==> src/hdl/tdc_cfg.svh <==
// register offsets, field positions, reset values and bus constants
`ifndef TDC_CFG_SVH
`define TDC_CFG_SVH

// command bytes selecting a register
`define TDC_CMD_DIVIDER 8'h5D
`define TDC_CMD_CONTROL 8'h60

// output control register fields
`define TDC_CTRL_HALF_DUTY 0
`define TDC_CTRL_FACTORY_TEST 1
`define TDC_CTRL_BASE_EN 2
`define TDC_CTRL_DIV_EN 3
`define TDC_CTRL_USED_W 4

// reset values
`define TDC_DIVIDER_RESET 8'h00
`define TDC_CONTROL_RESET 4'h0
`define TDC_POINTER_RESET 8'h00

// bus framing
`define TDC_BITS_PER_BYTE 4'h8
`define TDC_BIT_CNT_RESET 4'h0
`define TDC_SLAVE_ADDR_DEFAULT 7'h50

// enabled cycles before the synchronised strap holds the pin level
`define TDC_STRAP_SETTLE 2'h2
`define TDC_STRAP_DONE 2'h3

`endif

==> src/hdl/tdc_pkg.sv <==
// types shared by the output divider control block
package tdc_pkg;

	// serial slave progress through a transfer
	typedef enum logic [3:0] {
		TDC_ST_IDLE,
		TDC_ST_ADDR,
		TDC_ST_ADDR_ACK,
		TDC_ST_CMD,
		TDC_ST_CMD_ACK,
		TDC_ST_WDATA,
		TDC_ST_WDATA_ACK,
		TDC_ST_RDATA,
		TDC_ST_RDATA_ACK,
		TDC_ST_IGNORE
	} tdc_bus_state_t;

endpackage

==> src/hdl/tdc_sync.sv <==
// two flip-flop synchroniser for asynchronous pin inputs
`timescale 1ns/1ps
module tdc_sync #(
	parameter int WIDTH = 1
) (
	input wire logic sys_clk,
	input wire logic rst_n,
	input wire logic clk_en,
	input wire logic [WIDTH-1:0] async_in,
	output logic [WIDTH-1:0] sync_out
);

	logic [WIDTH-1:0] meta_q;
	logic [WIDTH-1:0] meta_d;
	logic [WIDTH-1:0] sync_q;
	logic [WIDTH-1:0] sync_d;

	// first stage feeds only the second
	always_comb begin
		meta_d = meta_q;
		sync_d = sync_q;
		if (clk_en) begin
			meta_d = async_in;
			sync_d = meta_q;
		end
	end

	always_ff @(posedge sys_clk) begin
		if (!rst_n) begin
			meta_q <= '1;
			sync_q <= '1;
		end else begin
			meta_q <= meta_d;
			sync_q <= sync_d;
		end
	end

	assign sync_out = sync_q;

endmodule

==> src/hdl/tdc_clock_divider.sv <==
// programmable integer divider of the base clock
`timescale 1ns/1ps
module tdc_clock_divider #(
	parameter int WIDTH = 8
) (
	input wire logic sys_clk,
	input wire logic rst_n,
	input wire logic clk_en,
	input wire logic enable,
	input wire logic half_duty,
	input wire logic [WIDTH-1:0] ratio,
	output logic wave_out
);

	logic [WIDTH-1:0] cnt_q;
	logic [WIDTH-1:0] cnt_d;
	logic wave_q;
	logic wave_d;
	logic wrap;

	// count 0..ratio, giving a period of ratio+1 base cycles
	always_comb begin
		cnt_d = cnt_q;
		wave_d = wave_q;
		wrap = (cnt_q == ratio);
		if (clk_en) begin
			if (!enable) begin
				cnt_d = '0;
				wave_d = 1'b0;
			end else begin
				cnt_d = wrap ? '0 : cnt_q + 1'b1;
				if (half_duty) begin
					// toggle each period: divide by 2(n+1), 50% duty
					wave_d = wrap ? ~wave_q : wave_q;
				end else begin
					// high for the first half of each n+1 period
					wave_d = (cnt_d <= (ratio >> 1));
				end
			end
		end
	end

	always_ff @(posedge sys_clk) begin
		if (!rst_n) begin
			cnt_q <= '0;
			wave_q <= 1'b0;
		end else begin
			cnt_q <= cnt_d;
			wave_q <= wave_d;
		end
	end

	assign wave_out = wave_q;

endmodule

==> src/hdl/tdc_output_control.sv <==
// output divider control: clock outputs, register bank and 2-wire slave
//
// Function
// - base clock output is the undivided base clock, gated by its enable
// - divided output is base/(n+1), or base/2(n+1) with half duty set
// - eight-bit divider value register, reset to zero
// - control bit 0 selects half duty, 50% divided output; resets to zero
// - control bit 2 enables base output, bit 3 divided output; reset zero
// - slave address low bit follows the sampled address select pin
// - serial data is open drain: pull low or release only
// - serial clock only times transfers; up to 400 kHz supported
// - outputs run with no bus activity; bus only reaches registers
// - command 5Dh selects divider, 60h control, then one data byte
// - register pointer never advances; a read without a command reuses the last one
`timescale 1ns/1ps
`include "tdc_cfg.svh"
module tdc_output_control
	import tdc_pkg::*;
#(
	parameter logic [6:0] SLAVE_ADDR_BASE = `TDC_SLAVE_ADDR_DEFAULT
) (
	input wire logic sys_clk,
	input wire logic rst_n,
	input wire logic clk_en,
	input wire logic address_select_pin,
	input wire logic scl_in,
	input wire logic sda_in,
	output logic sda_out,
	output logic sda_oe,
	output logic base_clock_out,
	output logic divided_clock_out
);

	// synchronised pins
	logic scl_s;
	logic sda_s;
	logic addr_s;
	logic scl_p_q;
	logic sda_p_q;
	logic scl_rise;
	logic scl_fall;
	logic start_det;
	logic stop_det;

	// strap capture
	logic addr_sel_q;
	logic addr_sel_d;
	logic [1:0] strap_cnt_q;
	logic [1:0] strap_cnt_d;

	// registers
	logic [7:0] divider_value_q;
	logic [7:0] divider_value_d;
	logic [3:0] control_q;
	logic [3:0] control_d;
	logic [7:0] ptr_q;
	logic [7:0] ptr_d;

	// serial engine
	tdc_bus_state_t state_q;
	tdc_bus_state_t state_d;
	logic [3:0] bit_cnt_q;
	logic [3:0] bit_cnt_d;
	logic [7:0] shift_q;
	logic [7:0] shift_d;
	logic [7:0] shift_next;
	logic rw_q;
	logic rw_d;
	logic sda_oe_q;
	logic sda_oe_d;
	logic byte_done;
	logic addr_hit;
	logic [7:0] read_data;

	// clock gating
	logic base_gate_q;
	logic div_gate_q;
	logic div_wave;
	logic div_bypass;

	// control fields
	logic half_duty_select;
	logic base_out_enable;
	logic divided_out_enable;

	assign half_duty_select = control_q[`TDC_CTRL_HALF_DUTY];
	assign base_out_enable = control_q[`TDC_CTRL_BASE_EN];
	assign divided_out_enable = control_q[`TDC_CTRL_DIV_EN];

	// pins cross into sys_clk; sampling at 100 MHz covers 400 kHz bus
	tdc_sync #(
		.WIDTH(3)
	) u_pin_sync (
		.sys_clk(sys_clk),
		.rst_n(rst_n),
		.clk_en(clk_en),
		.async_in({scl_in, sda_in, address_select_pin}),
		.sync_out({scl_s, sda_s, addr_s})
	);

	// bus edges and start/stop framing from synchronised levels
	assign scl_rise = clk_en & scl_s & ~scl_p_q;
	assign scl_fall = clk_en & ~scl_s & scl_p_q;
	assign start_det = clk_en & scl_s & scl_p_q & sda_p_q & ~sda_s;
	assign stop_det = clk_en & scl_s & scl_p_q & ~sda_p_q & sda_s;

	assign byte_done = (bit_cnt_q == `TDC_BITS_PER_BYTE);
	assign addr_hit = (shift_q[7:1] == {SLAVE_ADDR_BASE[6:1], addr_sel_q});
	assign shift_next = {shift_q[6:0], 1'b0};

	// read data of the selected register, unused bits zero
	always_comb begin
		read_data = 8'h00;
		if (ptr_q == `TDC_CMD_DIVIDER) begin
			read_data = divider_value_q;
		end else if (ptr_q == `TDC_CMD_CONTROL) begin
			read_data = {4'h0, control_q};
		end
	end

	// strap sampled once, after the synchroniser has filled with the pin
	always_comb begin
		addr_sel_d = addr_sel_q;
		strap_cnt_d = strap_cnt_q;
		if (clk_en && strap_cnt_q != `TDC_STRAP_DONE) begin
			strap_cnt_d = strap_cnt_q + 2'h1;
			if (strap_cnt_q == `TDC_STRAP_SETTLE) begin
				addr_sel_d = addr_s;
			end
		end
	end

	always_ff @(posedge sys_clk) begin
		if (!rst_n) begin
			addr_sel_q <= 1'b0;
			strap_cnt_q <= 2'h0;
			scl_p_q <= 1'b1;
			sda_p_q <= 1'b1;
		end else begin
			addr_sel_q <= addr_sel_d;
			strap_cnt_q <= strap_cnt_d;
			if (clk_en) begin
				scl_p_q <= scl_s;
				sda_p_q <= sda_s;
			end
		end
	end

	// serial slave next state, register writes and data line drive
	always_comb begin
		state_d = state_q;
		bit_cnt_d = bit_cnt_q;
		shift_d = shift_q;
		rw_d = rw_q;
		sda_oe_d = sda_oe_q;
		ptr_d = ptr_q;
		divider_value_d = divider_value_q;
		control_d = control_q;
		if (start_det) begin
			// start or repeated start restarts addressing
			state_d = TDC_ST_ADDR;
			bit_cnt_d = `TDC_BIT_CNT_RESET;
			sda_oe_d = 1'b0;
		end else if (stop_det) begin
			state_d = TDC_ST_IDLE;
			sda_oe_d = 1'b0;
		end else if (scl_rise) begin
			// shift received bits on the rising edge
			unique case (state_q)
				TDC_ST_ADDR, TDC_ST_CMD, TDC_ST_WDATA: begin
					shift_d = {shift_q[6:0], sda_s};
					bit_cnt_d = bit_cnt_q + 4'h1;
				end
				TDC_ST_RDATA: begin
					bit_cnt_d = bit_cnt_q + 4'h1;
				end
				TDC_ST_IDLE, TDC_ST_ADDR_ACK, TDC_ST_CMD_ACK, TDC_ST_WDATA_ACK,
				TDC_ST_RDATA_ACK, TDC_ST_IGNORE: begin
					bit_cnt_d = bit_cnt_q;
				end
			endcase
		end else if (scl_fall) begin
			// data line changes only while the clock is low
			unique case (state_q)
				TDC_ST_ADDR: begin
					if (byte_done) begin
						if (addr_hit) begin
							rw_d = shift_q[0];
							sda_oe_d = 1'b1;
							state_d = TDC_ST_ADDR_ACK;
						end else begin
							state_d = TDC_ST_IGNORE;
						end
					end
				end
				TDC_ST_ADDR_ACK: begin
					bit_cnt_d = `TDC_BIT_CNT_RESET;
					if (rw_q) begin
						// pointer kept as set by the last command
						shift_d = read_data;
						sda_oe_d = ~read_data[7];
						state_d = TDC_ST_RDATA;
					end else begin
						sda_oe_d = 1'b0;
						state_d = TDC_ST_CMD;
					end
				end
				TDC_ST_CMD: begin
					if (byte_done) begin
						if (shift_q == `TDC_CMD_DIVIDER || shift_q == `TDC_CMD_CONTROL) begin
							ptr_d = shift_q;
							sda_oe_d = 1'b1;
							state_d = TDC_ST_CMD_ACK;
						end else begin
							// unknown command is not acknowledged
							state_d = TDC_ST_IGNORE;
						end
					end
				end
				TDC_ST_CMD_ACK: begin
					bit_cnt_d = `TDC_BIT_CNT_RESET;
					sda_oe_d = 1'b0;
					state_d = TDC_ST_WDATA;
				end
				TDC_ST_WDATA: begin
					if (byte_done) begin
						if (ptr_q == `TDC_CMD_DIVIDER) begin
							divider_value_d = shift_q;
						end else begin
							// upper bits dropped; test bit stored, no effect
							control_d = shift_q[`TDC_CTRL_USED_W-1:0];
						end
						sda_oe_d = 1'b1;
						state_d = TDC_ST_WDATA_ACK;
					end
				end
				TDC_ST_WDATA_ACK: begin
					// one data byte per command; later bytes are refused
					sda_oe_d = 1'b0;
					state_d = TDC_ST_IGNORE;
				end
				TDC_ST_RDATA: begin
					if (byte_done) begin
						sda_oe_d = 1'b0;
						state_d = TDC_ST_RDATA_ACK;
					end else begin
						shift_d = shift_next;
						sda_oe_d = ~shift_next[7];
					end
				end
				TDC_ST_RDATA_ACK: begin
					// single byte read, line already released at the start of the master ack slot
					sda_oe_d = 1'b0;
					state_d = TDC_ST_IGNORE;
				end
				TDC_ST_IDLE, TDC_ST_IGNORE: begin
					sda_oe_d = 1'b0;
				end
			endcase
		end
	end

	always_ff @(posedge sys_clk) begin
		if (!rst_n) begin
			state_q <= TDC_ST_IDLE;
			bit_cnt_q <= `TDC_BIT_CNT_RESET;
			shift_q <= 8'h00;
			rw_q <= 1'b0;
			sda_oe_q <= 1'b0;
			ptr_q <= `TDC_POINTER_RESET;
			divider_value_q <= `TDC_DIVIDER_RESET;
			control_q <= `TDC_CONTROL_RESET;
		end else begin
			state_q <= state_d;
			bit_cnt_q <= bit_cnt_d;
			shift_q <= shift_d;
			rw_q <= rw_d;
			sda_oe_q <= sda_oe_d;
			ptr_q <= ptr_d;
			divider_value_q <= divider_value_d;
			control_q <= control_d;
		end
	end

	// open drain: only ever drive low
	assign sda_out = 1'b0;
	assign sda_oe = sda_oe_q;

	// divided wave runs free of the bus once programmed
	tdc_clock_divider #(
		.WIDTH(8)
	) u_divider (
		.sys_clk(sys_clk),
		.rst_n(rst_n),
		.clk_en(clk_en),
		.enable(divided_out_enable),
		.half_duty(half_duty_select),
		.ratio(divider_value_q),
		.wave_out(div_wave)
	);

	// gate enables move while the clock is low so pulses are never cut
	always_ff @(negedge sys_clk) begin
		if (!rst_n) begin
			base_gate_q <= 1'b0;
			div_gate_q <= 1'b0;
		end else if (clk_en) begin
			base_gate_q <= base_out_enable;
			div_gate_q <= divided_out_enable;
		end
	end

	// divide by one passes the base clock itself
	assign div_bypass = ~half_duty_select & (divider_value_q == 8'h00);

	// base output is the undivided base clock
	assign base_clock_out = sys_clk & base_gate_q;
	assign divided_clock_out = div_bypass ? (sys_clk & div_gate_q) : div_wave;

endmodule

==> config.mk <==
export PLATFORM = sky130hd
export DESIGN_NAME = tdc_output_control
export DESIGN_NICKNAME = d
export VERILOG_FILES = /design/src/hdl/tdc_pkg.sv /design/src/hdl/tdc_sync.sv /design/src/hdl/tdc_clock_divider.sv /design/src/hdl/tdc_output_control.sv
export VERILOG_INCLUDE_DIRS = /design/src /design/src/hdl
export SDC_FILE = /design/constraint.sdc
export NUM_CORES = 1
export LEC_CHECK = 0
export BUFFER_PORTS_ARGS = -buffer_cell sky130_fd_sc_hd__buf_2
export CAP_MARGIN = 20
export CORE_MARGIN = 3
export CORE_UTILIZATION = 35
export DETAILED_ROUTE_END_ITERATION = 10
export PLACE_DENSITY = 0.57
export REMOVE_ABC_BUFFERS = 1
export SLEW_MARGIN = 20
export SYNTH_ARGS = -nofsm -noshare
export SYNTH_HDL_FRONTEND = slang
export SYNTH_SLANG_ARGS = --single-unit
export TNS_END_PERCENT = 5
==> constraint.sdc <==
create_clock -name sys_clk -period 4 [get_ports sys_clk]
set_input_delay 0.4 -clock sys_clk [delete_from_list [all_inputs] [get_ports sys_clk]]
set_output_delay 0.4 -clock sys_clk [all_outputs]
set_load 0.01 [all_outputs]
* After elaboration in Yosys (flattened, before gate mapping) *
Index checks and enable logic that the tools add are counted.

word-level totals
  output and inout port bits = 4
  register bits after elaboration = 60

cells by class
  multiplexer cells = 38
  bitwise gates (word level) = 25
  add/sub/neg operators = 3
  reductions and logical operators = 29
  eq/ne operators = 34
  $lt $le $gt $ge = 1

operators with widths
  cell                                                              number
  8-bit two-way mux                                                 8
  7-bit AND reduction                                               8
  4-bit two-way mux                                                 11
  8-bit by 7-bit == test with 1-bit output (second input constant)  4
  4-bit one-hot mux with 7 select lines                             1
  4-bit by 3-bit == test with 1-bit output (second input constant)  4
  2-bit != test (second input constant)                             8
  4-bit != test (second input constant)                             4
  8-bit one-hot mux with 2 select lines                             1
  1-bit two-way mux                                                 15
  1-bit inverter                                                    13
  1-bit bitwise AND                                                 12
  4-bit == test (second input constant)                             3
  9-bit nonzero test                                                1
  8-bit by 1-bit adder with 8-bit output (second input constant)    1
  4-bit by 2-bit == test with 1-bit output (second input constant)  2
  8-bit == test                                                     1
  8-bit by 7-bit less-or-equal comparator with 1-bit output         1
  8-bit zero test                                                   1
  7-bit == test                                                     1
  7-bit nonzero test                                                1
  3-bit != test (second input constant)                             2
  1-bit one-hot mux with 6 select lines                             1
  3-bit nonzero test                                                2
  19 further kinds                                                  24

* Logic depth before layout (Yosys ltp) *
  word-level depth = 9
  gate-level depth with buffers = 12
  depth with buffers taken out = 11

* Modules after synthesis *
Synthesis repeated with hierarchy kept, for this count alone.

second synthesis, totals
  cells, all modules = 421
  area total of the unflattened synthesis = 3,540.9 µm²

by module, submodules not included
  module              area each (µm²)  cells an instance  instances
  tdc_output_control  2,338.5          286                1
  tdc_clock_divider   988.4            116                1
  tdc_sync            214.0            19                 1

==> metrics <==
postcts setup bufs=0; dominant cell type by area after synthesis=dfxtp_1; Ant. Diodes=0; First DRT Iteration DRCs=154; CTS tree=done; Synth Warn #=0; hpwl dp=5850 um; largest net degree at the start of global routing=31; Worst-path clk slew=about 70 ps; Initial Util=about 36%; Reg area=0.00120 mm2; reg2reg start=u_divider.cnt_q[5]; Post-synth EDFFs=0; Required @ worst endpoint=about 3600 ps; Syn Std Cell Area=between 0.003 and 0.004 mm2; GR Overflow Total=0; Worst Reg-to-Reg Cells=10; via count=2,981; hold path depth=3; # setup viols final=0; Slew HR=around 40%; FF+latch count, synth=60; multi-input combinational cell area=0.00201 mm2; Placed Cells=521; count of final hold-check violations=0; Hold/Removal Path Class=primary input to flop; vias in the first global route=2,884; Netlist cell types=62; Routed Antenna Nets=0; Leak=1.44 nW; Mapped Cells=406; clock skew=between 50 and 60 ps; post-synthesis async set-or-reset flop share=0%; largest cells by area after synthesis=dfxtp_1 36%, mux2i_1 7.4%, nor2_1 5.6%; first-pass GRT wire length=approximately 14,000 um; Routed wire per std cell=15.7 um; Fin Setup TNS=0 ps; floorplan core area=0.00933 mm2; Ports=10; Worst Max-Slew Pin Slew=roughly 900 ps; post-route insts no fill=roughly 540; outcome=completed; top-count cell post-synth=dfxtp_1; Worst setup SP type=flop; chip height=about 100 um; WS Path Type=flop to output pin; Routed Wire Length=8510 um; Seq/Total Area, Yosys=35.6%; Port Buffers=8; die area=0.0109 mm2; share of cells above drive strength 1=10.1%; area delta synth->final=10.8%; GP Congestion=0.889; commonest register cell after synthesis=dfxtp_1; pwr/cell area=347 mW/mm2; Synth top area share=35.6%; hold path endpoint=u_pin_sync.meta_q[1]; r2r setup slk=1220 ps; Global Route Usage Sum=16.5%; drt pass-1 iters=5; Worst-Skew Late Latency=slightly above 500 ps; final net count=426; setup slack at placement=957 ps; fin. max-slew vios=0; worst hold slack=153 ps; max-cap violation count=0; hold_sp=sda_in; Worst Path Arrival=3240 ps; initial antenna violation count=0; # fillers=992; Post-synth top cells=60 x dfxtp_1, 50 x nor2_1, 30 x nand2_1; hold bufs inserted after CTS=0; maximum vdd drop=0.000157 V; Max FO, Critical Path=2; reg2reg end=u_divider.wave_out; PnR worst setup slack=359 ps; Vias/cell=between 5 and 6; row cnt=35; residual DRC count=0; mean post-synth cell area=8.32 um2; post_cts resized=0; RSZ-0062 raised after global routing=false; CP endpoint kind=output pin; Chip Width=104 um
==> layout by cell type (no fill, tap or decap), types with 8 or more instances in the layout <==
cell type,n
nand4_1,9
nor2b_1,10
xor2_1,13
mux2i_1,25
nand3_1,18
inv_1,17
a211oi_1,12
a21oi_1,22
nand2_1,30
dfxtp_1,60
buf_2,8
clkbuf_8,13
nor2_1,50
ha_1,12
==> layout make-up <==
class / count / share of cell area (%)
multi-input combinational: 304 / 53.6
timing repair buffer: 9 / 1.40
tap: 129 / 4.31
clock inverter: 8 / 1.14
clock buffer: 17 / 5.82
sequential: 60 / 32.1
inverter: 16 / 1.61
==> routing by layer <==
metal / vias up / part of all wire, % / wire (um) / GRT usage (%)
li1: 1470 / - / - / -
met1: 1425 / 46 / 3940 / 20.1
met2: 69 / 47 / 4010 / 25.6
met3: 17 / 4.6 / 392 / 6.15
met4: 0 / 1.9 / 165 / 7.60
met5: - / 0 / 0 / 0
==> critical path, stage by stage (launching register included) <==
cell and delay (ps):
dfxtp_1 330, nand2_1 70, mux2i_1 170, buf_2 170
==> where the power goes <==
part | switching, mW | internal (mW)
registers | 0.00785 | 0.605
clock network | 0.285 | 0.349
logic | 0.0342 | 0.0186
total | 0.327 | 0.972
==> state kept, by name, indices dropped and copies added (netlist names), 2 cells and up <==
signal / flops
strap_cnt_q: 2
u_divider.cnt_q: 8
ptr_q: 8
u_pin_sync.sync_out: 3
state_q: 4
bit_cnt_q: 4
control_q: 4
divider_value_q: 8
shift_q: 8
u_pin_sync.meta_q: 3
==> cell families after synthesis <==
| kind of cell | share of synthesized area, % |
|---|---|
| and+or+nand+nor | 25.5 |
| AOI/OAI and AO/OA | 17.5 |
| DFF | 35.6 |
| buffers and inverters | 5.04 |
| muxes | 7.41 |
| xor gates and xnor gates | 4.41 |
| adders and majority gates | 4.45 |
| other | 0.111 |
==> metrics by stage <==
step,area (um2),utilization [%],total power [mW]
after global routing,3740,40.1,1.36
final,3740,40.1,1.30
after detailed placement,3490,37.5,0.684
after global placement,3490,37.5,0.682
after CTS,3740,40.1,1.32
after floorplan,3270,-,0.660
==> worst max-delay path by stage <==
stage / startpoint / end / cells after the start
after floorplan: rst_n / base_gate_q / 2
after global placement: rst_n / base_gate_q / 3
after detailed placement: rst_n / div_gate_q / 3
after CTS: div_gate_q / divided_clock_out / 3
after global routing: div_gate_q / divided_clock_out / 3
final: div_gate_q / divided_clock_out / 3
Power figures use the tool's default switching activity.
